--- src/hdl/fps_pkg.sv ---
/*
 * Constants, register map and reset values for the feedback position
 * scaling block. Assumes a single 125 MHz clock and a simple word-wide
 * parameter access port addressed by the parameter numbers below.
 */
// How it works
// RL1: Fieldbus position is cut from the 64-bit native word to 32 bits.
// RL2: Low 32 bits are angle within a turn, high 32 bits count turns.
// RL3: Scale field takes 0 to 32, resets to 20, gives 2^N counts per turn.
// RL4: Same scaling serves actual position and following error objects.
// RL5: Scaled value is the 64-bit word shifted right by 32 minus scale, low 32 kept.
// RL6: Feedback pole count is read-only to host, range 2 to 128, default 2.
// RL7: Pole count gives single poles; feeds commutation and velocity scaling.
// RL8: On enable, motor poles over feedback poles must be whole, else fault.
// RL9: Phase-find control takes 0 or 1, resets 0; 1 runs the angle search.
// RL10: Phase-find current lies from zero to drive peak current, resets 0.
// RL11: Resolver ratio 0.001 to 50.000, default 0.5, sets excitation amplitude.
// RL12: Resolver phase lag in electrical degrees, -180 to 180, default -2.
package fps_pkg;
    localparam logic [15:0] FPS_ADDR_PFIND_CTL  = 16'h012A;
    localparam logic [15:0] FPS_ADDR_PFIND_CUR  = 16'h012C;
    localparam logic [15:0] FPS_ADDR_POLES      = 16'h012E;
    localparam logic [15:0] FPS_ADDR_PSCALE     = 16'h0130;
    localparam logic [15:0] FPS_ADDR_RES_RATIO  = 16'h0132;
    localparam logic [15:0] FPS_ADDR_RES_LAG    = 16'h0134;

    // Scaled fixed point: ratio in thousandths, lag in whole degrees
    localparam logic [31:0] FPS_RST_PFIND_CTL   = 32'h0000_0000;
    localparam logic [31:0] FPS_RST_PFIND_CUR   = 32'h0000_0000;
    localparam logic [31:0] FPS_RST_POLES       = 32'h0000_0002;
    localparam logic [31:0] FPS_RST_PSCALE      = 32'h0000_0014;
    localparam logic [31:0] FPS_RST_RES_RATIO   = 32'h0000_01F4;
    localparam logic [31:0] FPS_RST_RES_LAG     = 32'hFFFF_FFFE;

    localparam logic [31:0] FPS_PSCALE_MAX      = 32'h0000_0020;
    localparam logic [31:0] FPS_POLES_MIN       = 32'h0000_0002;
    localparam logic [31:0] FPS_POLES_MAX       = 32'h0000_0080;
    localparam logic [31:0] FPS_RATIO_MIN       = 32'h0000_0001;
    localparam logic [31:0] FPS_RATIO_MAX       = 32'h0000_C350;
    localparam logic [31:0] FPS_LAG_MIN         = 32'hFFFF_FF4C;
    localparam logic [31:0] FPS_LAG_MAX         = 32'h0000_00B4;
    localparam int          FPS_POS_W           = 64;
    localparam int          FPS_HALF_W          = 32;

    typedef enum logic [1:0] {FPS_CHK_IDLE, FPS_CHK_RUN, FPS_CHK_DONE} fps_chk_t;
endpackage : fps_pkg

--- src/hdl/fps_scale_if.sv ---
/*
 * Interface carrying one 64-bit position into the scaler and its
 * 32-bit scaled answer back. Assumes the scale is already range-checked.
 */
`timescale 1ns/100ps
interface fps_scale_if;
    logic [63:0] pos_in;
    logic [5:0]  scale;
    logic [31:0] pos_out;
    modport user   (output pos_in, output scale, input pos_out);
    modport scaler (input pos_in, input scale, output pos_out);
endinterface : fps_scale_if

--- src/hdl/fps_scaler.sv ---
/*
 * Registered position scaler: one cycle from native word to fieldbus word.
 * Assumes scale never exceeds 32.
 */
`timescale 1ns/100ps
module fps_scaler
    import fps_pkg::*;
(
    input  wire logic   clock,
    input  wire logic   rst_b,
    fps_scale_if.scaler sif
);
    wire logic [5:0]           shift_amt;
    wire logic [FPS_POS_W-1:0] shifted;

    // RL5: shift by 32 minus scale
    assign shift_amt = 6'(FPS_HALF_W) - sif.scale;
    assign shifted   = sif.pos_in >> shift_amt;

    // RL1: keep only the low word
    always_ff @(posedge clock or negedge rst_b) begin
        if (!rst_b) begin
            sif.pos_out <= 32'h0000_0000;
        end else begin
            sif.pos_out <= shifted[31:0];
        end
    end

    a_scale_result: assert property (@(posedge clock) disable iff (!rst_b) // RL5
        $past(rst_b) |-> sif.pos_out == $past(shifted[31:0]))
        else $error("scaled position does not follow shifted input");
    a_scale_turns: assert property (@(posedge clock) disable iff (!rst_b) // RL2
        sif.scale == 6'h00 |=> sif.pos_out == $past(sif.pos_in[63:32]))
        else $error("scale 0 does not give the turn count");
    a_scale_angle: assert property (@(posedge clock) disable iff (!rst_b) // RL2
        sif.scale == 6'h20 |=> sif.pos_out == $past(sif.pos_in[31:0]))
        else $error("scale 32 does not give the angle");
endmodule : fps_scaler

--- src/hdl/fps_top.sv ---
/*
 * Feedback setting block: parameter registers, fieldbus position scaling
 * for actual position and following error, and the pole ratio check.
 * Assumes a synchronous word-wide parameter port and a drive controller
 * that pulses enable_req when the drive moves to enabled.
 */
`timescale 1ns/100ps
module fps_top
    import fps_pkg::*;
#(
    parameter int DIV_W = 8
) (
    input  wire logic        clock,
    input  wire logic        rst_b,
    input  wire logic        prm_wr,
    input  wire logic        prm_rd,
    input  wire logic [15:0] prm_addr,
    input  wire logic [31:0] prm_wdata,
    output logic      [31:0] prm_rdata,
    output logic             prm_err,
    input  wire logic [63:0] pos_actual,
    input  wire logic [63:0] pos_follow_err,
    output wire logic [31:0] fb_pos_actual,
    output wire logic [31:0] fb_follow_err,
    output wire logic [31:0] mech_angle,
    output wire logic [31:0] turn_count,
    input  wire logic        poles_load,
    input  wire logic [7:0]  poles_value,
    input  wire logic [7:0]  motor_poles,
    input  wire logic [31:0] drive_peak_current,
    input  wire logic        enable_req,
    output logic             enable_ok,
    output logic             pole_fault,
    output wire logic        phase_find_run,
    output wire logic [31:0] phase_find_amps,
    output wire logic [7:0]  feedback_poles,
    output wire logic [31:0] res_excite_ratio,
    output wire logic [31:0] res_phase_lag
);
    if (DIV_W != 8) begin : g_div_w_chk
        $error("DIV_W must be 8 to hold pole counts");
    end

    logic [31:0] pfind_ctl_r, pfind_cur_r, poles_r, pscale_r, ratio_r, lag_r;
    fps_chk_t    chk_r, chk_nxt;
    logic [DIV_W-1:0] rem_r;

    fps_scale_if act_if ();
    fps_scale_if err_if ();

    // RL2: split native word into angle and turns
    assign mech_angle = pos_actual[31:0];
    assign turn_count = pos_actual[63:32];

    // RL4: identical scaling for both objects
    assign act_if.pos_in = pos_actual;
    assign act_if.scale  = pscale_r[5:0];
    assign err_if.pos_in = pos_follow_err;
    assign err_if.scale  = pscale_r[5:0];
    assign fb_pos_actual = act_if.pos_out;
    assign fb_follow_err = err_if.pos_out;

    fps_scaler u_act (.clock(clock), .rst_b(rst_b), .sif(act_if));
    fps_scaler u_err (.clock(clock), .rst_b(rst_b), .sif(err_if));

    // Write decode with range checks; out-of-range writes are refused
    wire logic wr_pfind  = prm_wr && prm_addr == FPS_ADDR_PFIND_CTL;
    wire logic wr_cur    = prm_wr && prm_addr == FPS_ADDR_PFIND_CUR;
    wire logic wr_poles  = prm_wr && prm_addr == FPS_ADDR_POLES;
    wire logic wr_pscale = prm_wr && prm_addr == FPS_ADDR_PSCALE;
    wire logic wr_ratio  = prm_wr && prm_addr == FPS_ADDR_RES_RATIO;
    wire logic wr_lag    = prm_wr && prm_addr == FPS_ADDR_RES_LAG;
    // RL9: only 0 or 1 accepted
    wire logic ok_pfind  = prm_wdata <= 32'h0000_0001;
    // RL10: bounded by drive peak current
    wire logic ok_cur    = prm_wdata <= drive_peak_current;
    // RL3: scale limited to 32
    wire logic ok_pscale = prm_wdata <= FPS_PSCALE_MAX;
    // RL11: ratio in thousandths, 1 to 50000
    wire logic ok_ratio  = prm_wdata >= FPS_RATIO_MIN && prm_wdata <= FPS_RATIO_MAX;
    // RL12: lag signed, -180 to 180
    wire logic ok_lag    = $signed(prm_wdata) >= $signed(FPS_LAG_MIN)
                        && $signed(prm_wdata) <= $signed(FPS_LAG_MAX);
    wire logic ok_poles  = 32'(poles_value) >= FPS_POLES_MIN
                        && 32'(poles_value) <= FPS_POLES_MAX;
    wire logic addr_hit  = wr_pfind | wr_cur | wr_poles | wr_pscale | wr_ratio | wr_lag;
    wire logic wr_bad    = (prm_wr && !addr_hit) || wr_poles
                        || (wr_pfind && !ok_pfind) || (wr_cur && !ok_cur)
                        || (wr_pscale && !ok_pscale) || (wr_ratio && !ok_ratio)
                        || (wr_lag && !ok_lag);

    always_ff @(posedge clock or negedge rst_b) begin
        if (!rst_b) begin
            pfind_ctl_r <= FPS_RST_PFIND_CTL;
            pfind_cur_r <= FPS_RST_PFIND_CUR;
            pscale_r    <= FPS_RST_PSCALE;
            ratio_r     <= FPS_RST_RES_RATIO;
            lag_r       <= FPS_RST_RES_LAG;
        end else begin
            if (wr_pfind && ok_pfind) pfind_ctl_r <= prm_wdata;
            if (wr_cur && ok_cur) pfind_cur_r <= prm_wdata;
            if (wr_pscale && ok_pscale) pscale_r <= prm_wdata;
            if (wr_ratio && ok_ratio) ratio_r <= prm_wdata;
            if (wr_lag && ok_lag) lag_r <= prm_wdata;
        end
    end

    // RL6: host cannot write; feedback identification loads it
    always_ff @(posedge clock or negedge rst_b) begin
        if (!rst_b) begin
            poles_r <= FPS_RST_POLES;
        end else if (poles_load && ok_poles) begin
            poles_r <= 32'(poles_value);
        end
    end

    // RL7: individual poles feed commutation and velocity scaling
    assign feedback_poles   = poles_r[7:0];
    assign phase_find_run   = pfind_ctl_r[0];
    assign phase_find_amps  = pfind_cur_r;
    assign res_excite_ratio = ratio_r;
    assign res_phase_lag    = lag_r;

    wire logic [31:0] rd_mux =
        prm_addr == FPS_ADDR_PFIND_CTL ? pfind_ctl_r :
        prm_addr == FPS_ADDR_PFIND_CUR ? pfind_cur_r :
        prm_addr == FPS_ADDR_POLES     ? poles_r     :
        prm_addr == FPS_ADDR_PSCALE    ? pscale_r    :
        prm_addr == FPS_ADDR_RES_RATIO ? ratio_r     :
        prm_addr == FPS_ADDR_RES_LAG   ? lag_r       : 32'h0000_0000;
    wire logic rd_hit = prm_addr == FPS_ADDR_PFIND_CTL || prm_addr == FPS_ADDR_PFIND_CUR
                     || prm_addr == FPS_ADDR_POLES || prm_addr == FPS_ADDR_PSCALE
                     || prm_addr == FPS_ADDR_RES_RATIO || prm_addr == FPS_ADDR_RES_LAG;

    always_ff @(posedge clock or negedge rst_b) begin
        if (!rst_b) begin
            prm_rdata <= 32'h0000_0000;
            prm_err   <= 1'b0;
        end else begin
            prm_rdata <= prm_rd ? rd_mux : prm_rdata;
            prm_err   <= wr_bad || (prm_rd && !rd_hit);
        end
    end

    // Pole ratio check by repeated subtraction, one step a cycle
    always_comb begin
        chk_nxt = chk_r;
        unique case (chk_r)
            FPS_CHK_IDLE: if (enable_req) chk_nxt = FPS_CHK_RUN;
            FPS_CHK_RUN:  if (rem_r < poles_r[7:0]) chk_nxt = FPS_CHK_DONE;
            FPS_CHK_DONE: chk_nxt = FPS_CHK_IDLE;
        endcase
    end

    // RL8: fault when remainder is not zero
    always_ff @(posedge clock or negedge rst_b) begin
        if (!rst_b) begin
            chk_r      <= FPS_CHK_IDLE;
            rem_r      <= '0;
            enable_ok  <= 1'b0;
            pole_fault <= 1'b0;
        end else begin
            chk_r <= chk_nxt;
            if (chk_r == FPS_CHK_IDLE && enable_req) begin
                rem_r      <= motor_poles;
                enable_ok  <= 1'b0;
                pole_fault <= 1'b0;
            end else if (chk_r == FPS_CHK_RUN && rem_r >= poles_r[7:0]) begin
                rem_r <= rem_r - poles_r[7:0];
            end else if (chk_r == FPS_CHK_RUN) begin
                enable_ok  <= rem_r == '0;
                pole_fault <= rem_r != '0;
            end
        end
    end

    a_ratio_fault: assert property (@(posedge clock) disable iff (!rst_b) // RL8
        (chk_r == FPS_CHK_RUN && rem_r < poles_r[7:0]) |=> pole_fault == ($past(rem_r) != '0))
        else $error("pole fault does not match remainder");
    a_ratio_ok: assert property (@(posedge clock) disable iff (!rst_b) // RL8
        (chk_r == FPS_CHK_RUN && rem_r < poles_r[7:0]) |=> enable_ok == ($past(rem_r) == '0))
        else $error("enable result does not match remainder");
    a_check_clear: assert property (@(posedge clock) disable iff (!rst_b) // RL8
        (chk_r == FPS_CHK_IDLE && enable_req) |=> !enable_ok && !pole_fault)
        else $error("old check result not cleared on enable");
    a_ok_excl: assert property (@(posedge clock) disable iff (!rst_b) // RL8
        !(enable_ok && pole_fault))
        else $error("enable and fault together");
    a_scale_range: assert property (@(posedge clock) disable iff (!rst_b) // RL3
        pscale_r <= FPS_PSCALE_MAX)
        else $error("scale out of range");
    a_poles_range: assert property (@(posedge clock) disable iff (!rst_b) // RL6
        poles_r >= FPS_POLES_MIN && poles_r <= FPS_POLES_MAX)
        else $error("pole count out of range");
    a_poles_ro: assert property (@(posedge clock) disable iff (!rst_b) // RL6
        (wr_poles && !poles_load) |=> $stable(poles_r))
        else $error("host write changed pole count");
    a_pfind_bin: assert property (@(posedge clock) disable iff (!rst_b) // RL9
        pfind_ctl_r <= 32'h0000_0001)
        else $error("phase-find control not 0 or 1");
    a_cur_limit: assert property (@(posedge clock) disable iff (!rst_b) // RL10
        (wr_cur && !ok_cur) |=> $stable(pfind_cur_r))
        else $error("current above peak accepted");
    a_same_scale: assert property (@(posedge clock) disable iff (!rst_b) // RL4
        (pos_actual == pos_follow_err) |=> fb_pos_actual == fb_follow_err)
        else $error("objects scaled differently");
    a_lag_range: assert property (@(posedge clock) disable iff (!rst_b) // RL12
        $signed(lag_r) >= -32'sd180 && $signed(lag_r) <= 32'sd180)
        else $error("phase lag out of range");
    a_ratio_range: assert property (@(posedge clock) disable iff (!rst_b) // RL11
        ratio_r >= FPS_RATIO_MIN && ratio_r <= FPS_RATIO_MAX)
        else $error("ratio out of range");
    a_pfind_keep: assert property (@(posedge clock) disable iff (!rst_b) // RL9
        (wr_pfind && !ok_pfind) |=> $stable(pfind_ctl_r))
        else $error("illegal phase-find value accepted");
    a_scale_keep: assert property (@(posedge clock) disable iff (!rst_b) // RL3
        (wr_pscale && !ok_pscale) |=> $stable(pscale_r))
        else $error("illegal scale accepted");
    a_ratio_keep: assert property (@(posedge clock) disable iff (!rst_b) // RL11
        (wr_ratio && !ok_ratio) |=> $stable(ratio_r))
        else $error("illegal ratio accepted");
    a_lag_keep: assert property (@(posedge clock) disable iff (!rst_b) // RL12
        (wr_lag && !ok_lag) |=> $stable(lag_r))
        else $error("illegal phase lag accepted");
    a_poles_err: assert property (@(posedge clock) disable iff (!rst_b) // RL6
        wr_poles |=> prm_err)
        else $error("pole count write not flagged");
endmodule : fps_top

--- config.mk ---
export PLATFORM = sky130hd
export DESIGN_NAME = fps_top
export DESIGN_NICKNAME = d
export VERILOG_FILES = /design/src/hdl/fps_pkg.sv /design/src/hdl/fps_scale_if.sv /design/src/hdl/fps_scaler.sv /design/src/hdl/fps_top.sv
export SDC_FILE = /design/constraint.sdc
export NUM_CORES = 1
export LEC_CHECK = 0
export ABC_CLOCK_PERIOD_IN_PS = 3800
export BUFFER_PORTS_ARGS = -buffer_cell sky130_fd_sc_hd__clkbuf_2
export CAP_MARGIN = 20
export CORE_UTILIZATION = 49
export DETAILED_ROUTE_END_ITERATION = 12
export PLACE_DENSITY = 0.82
export SETUP_SLACK_MARGIN = 0.02
export SYNTH_ARGS = -nofsm -noshare
export SYNTH_HDL_FRONTEND = slang
export SYNTH_SLANG_ARGS = --single-unit
--- constraint.sdc ---
create_clock -name clock -period 3.8 [get_ports clock]
set_clock_uncertainty 0.05 [all_clocks]
set_input_delay 0.38 -clock clock [delete_from_list [all_inputs] [get_ports clock]]
set_output_delay 0.38 -clock clock [all_outputs]
set_load 0.03 [all_outputs]
==> parameters.txt <==
Parameter                              Value

Critical path
  Setup crit end kind ... flop
  Worst path required time ... 4.13 ns
  Critical path's slowest cell ... ha_4
  Bufs and invs on worst path ... 3
  Critical-path cell list ... inv_1 -> ha_4 -> buf_4 -> mux4_2 -> mux2i_1 -> buf_4 -> mux2i_1 -> o21ai_0 -> o21ai_0
  Critical-path maximum fanout ... 28
  Arrival time worst endpoint ... 3.59 ns
  CP peak stage delay ... 0.53 ns
  Type of the worst setup path ... flop to flop
  Family of cells with the greatest summed delay on the critical path ... compound AO/OA/AOI/OAI gates
  Nature of the critical path startpoint ... flop

Power and ir drop
  Static leakage ... 11.0 nW
  Design Power ... 0.00777 W
  Power density over the cells ... 338 mW/mm²
  Worst-case vdd ir drop ... 291 µV

STA
  Count of endpoints failing hold in the final timing report ... 0
  Worst rel slew slack ... 43.9%
  RSZ-0062 raised after global routing ... no
  Fmax achieved ... 0.306 GHz
  Minimum period implied by the final worst setup slack ... 3.27 ns
  Portion of the clock cycle consumed by the worst path in the final layout ... 85.9%
  Final setup viols ... 0
  Number of pins exceeding their max-slew limit in the final report ... 0
  Sum of negative setup slack ... 0 ns
  Actual slew at the worst max-slew pin ... 0.841 ns

Clocking
  TritonCTS clock tree ... yes
  Number of sinks handled by clock tree synthesis ... 277
  Inserted Clock Buffers ... 28
  Insertion delay to the later sink of the worst-skew pair ... 0.56 ns
  Max clock buf depth ... 3
  Root cell of the clock tree ... clkbuf_16
  Depth of the CTS H-tree ... 1
  Clock slew at the register clock pins of the worst setup and hold paths ... 0.06 ns

Synth
  Primary flip-flop cell chosen by synthesis mapping ... dfrtp_1
  Sequential element share of the synthesized area ... 36.4%
  EDFF count, synth ... 0
  Post-synthesis average cell area ... 9.86 µm²
  Yosys Warn Count ... 0
  Post-Synthesis Cell Area ... 0.0192 mm²
  Post-Syn Instances ... 1946
  Yosys reg bits ... 277
  Count of cell types in the netlist ... 63
  Proportion of synthesized flip-flops having asynchronous set or reset ... 100%
  Syn_nets ... 2220

Drt
  Average detailed-routed wire length per instance ... 25.4 µm
  Number of detailed-routing iterations run before antenna repair ... 9
  Overall routed net length ... 73100 µm
  Count of antenna-violating nets left after detailed routing ... 0
  Remaining design rule violation count ... 0
  Post-DR vias/cell ... 6.35
  Via count ... 18243
  Starting DRC count in detailed routing ... 1942

Finish
  Leading cell type in the layout, fill and taps excluded ... clkbuf_2
  Post-route cell area ... 0.0229 mm²
  Count of nets after finishing ... 2598
  Fill cell total of the finished layout ... 3251
  Commonest cells after routing, fill and taps aside ... clkbuf_2 (496), nand2_1 (274), dfrtp_1 (236)
  Fraction of layout instances using a drive strength above 1 ... 37.8%
  Fin cells ... 2871
  Area added between synthesis and finish ... 19.6%

Floorplanning
  Ports placed on the boundary ... 498
  Standard cell core area ... 0.0386 mm²
  Die area ... 0.0399 mm²
  Die Width ... 200 µm
  FP Rows ... 72
  Starting density of the core ... 49.6%
  Die height ... 200 µm

Global routing
  Residual overflow from global routing ... 0
  Pin count of the biggest net entering global routing ... 108
  Wire length of the first global-routing pass ... 106000 µm
  Antenna violations before repair ... 7
  GR Util All Layers ... 35.7%
  Number of global-route vias before repair ... 17168

Placement
  Dpl hpwl ... 56800 µm
  GPL Wtd Cong ... 1.08
  Cell Count Post-Placement ... 2811
  Input/output buffers ... 497
  Standard cell area after detailed placement ... 0.0220 mm²

Status
  Result of the run ... completed

Flow run
  Max Cap Violations ... 0

Min path
  Worst Hold Class ... primary input to flop
[worst paths after layout]
path | from | to | slack [ns] | cells past startpoint
setup / recovery | pscale_r[0] | u_err.sif.pos_out[6] | 0.53 | 9
hold / removal | poles_value[5] | poles_r[5] | 0.03 | 2
setup reg to reg | pscale_r[0] | u_err.sif.pos_out[6] | 0.53 | 9
hold reg to reg | pfind_ctl_r[1] | pfind_ctl_r[1] | 0.44 | 1
max in group asynchronous | rst_b | res_phase_lag[28] | 2.27 | 3
min in group asynchronous | rst_b | chk_r[1] | 0.41 | 2
[per-layer routing]
metal,up-vias,routed length (µm),GRT usage [%]
met5,-,0,0.247
met2,1301,34000,57.7
met1,8842,26900,44.7
met3,264,6990,6.27
li1,7836,-,-
met4,0,5150,22.0
[area by class of cell]
type	instances	area, µm²	share of cell area [%]
Multi-Input combinational cell	1390	11000	47.8
Sequential cell	277	6990	30.4
Timing Repair Buffer	561	3160	13.7
Clock buffer	38	798	3.48
Tap cell	518	648	2.82
Inverter	66	248	1.08
Clock inverter	14	130	0.567
Antenna cell	7	17.5	0.0763
[power breakdown]
group / leakage [nW] / switching, W / internal (W)
clock: 0.443 / 0.00121 / 0.00155
combinational: 7.05 / 0.00115 / 0.000661
sequential: 3.47 / 0.000104 / 0.00309
[logic make-up (layout without fill, tap and decap cells)]
group	after synthesis	count (layout)	synth area share, %
simple gates	583	583	13.9
compound gates	407	407	13.8
mux	341	341	25.3
buf+inv	279	679	7.03
flops	277	277	36.4
fa+ha+maj	44	44	2.91
xor+xnor	15	15	0.724
other cells	0	7	0
[metrics by stage]
stage | setup WS (ns) | hold WS (ns) | utilization (%)
floorplan | 0.0242 | 0.0344 | -
global placement | 0.528 | 0.418 | 56.9
detailed placement | 0.468 | 0.421 | 56.9
CTS | 0.577 | 0.00791 | 59.3
global route | 0.435 | 0.0279 | 59.4
finish | 0.534 | 0.0308 | 59.4
[cells in the mapped netlist, types with 18 or more instances]
cell | n | area, µm²
nor2b_1 | 52 | 325
inv_1 | 66 | 248
dfrtp_1 | 237 | 5930
mux4_2 | 104 | 2340
buf_2 | 28 | 140
mux2i_1 | 130 | 1300
nand3_1 | 21 | 105
o22ai_1 | 41 | 257
nor2_1 | 131 | 492
buf_1 | 18 | 67.6
ha_1 | 43 | 538
a211oi_1 | 20 | 150
and2_1 | 38 | 238
a31oi_1 | 23 | 144
a222oi_1 | 30 | 300
nand2_1 | 274 | 1030
o21ai_0 | 100 | 500
mux2_2 | 107 | 1200
a21oi_1 | 102 | 510
buf_4 | 71 | 533
dfstp_2 | 40 | 1050
clkbuf_1 | 96 | 360
[flip-flops by register name, indices dropped and copies added, names as in the netlist]
| name | cells |
|---|---|
| pole_fault | 1 |
| phase_find_amps | 32 |
| prm_err | 1 |
| u_act.sif.pos_out | 32 |
| u_err.sif.pos_out | 32 |
| chk_r | 2 |
| res_phase_lag | 32 |
| enable_ok | 1 |
| res_excite_ratio | 32 |
| poles_r | 8 |
| pscale_r | 32 |
| prm_rdata | 32 |
| rem_r | 8 |
| pfind_ctl_r | 32 |
[what timing repair did]
| action | CTS | global route |
|---|---|---|
| hold endpoints to repair | 83 | 0 |
| resized for setup | 0 | 0 |
| hold buffers | 1 | 0 |
| buffers inserted | 0 | 0 |
Power figures use the tool's default switching activity.
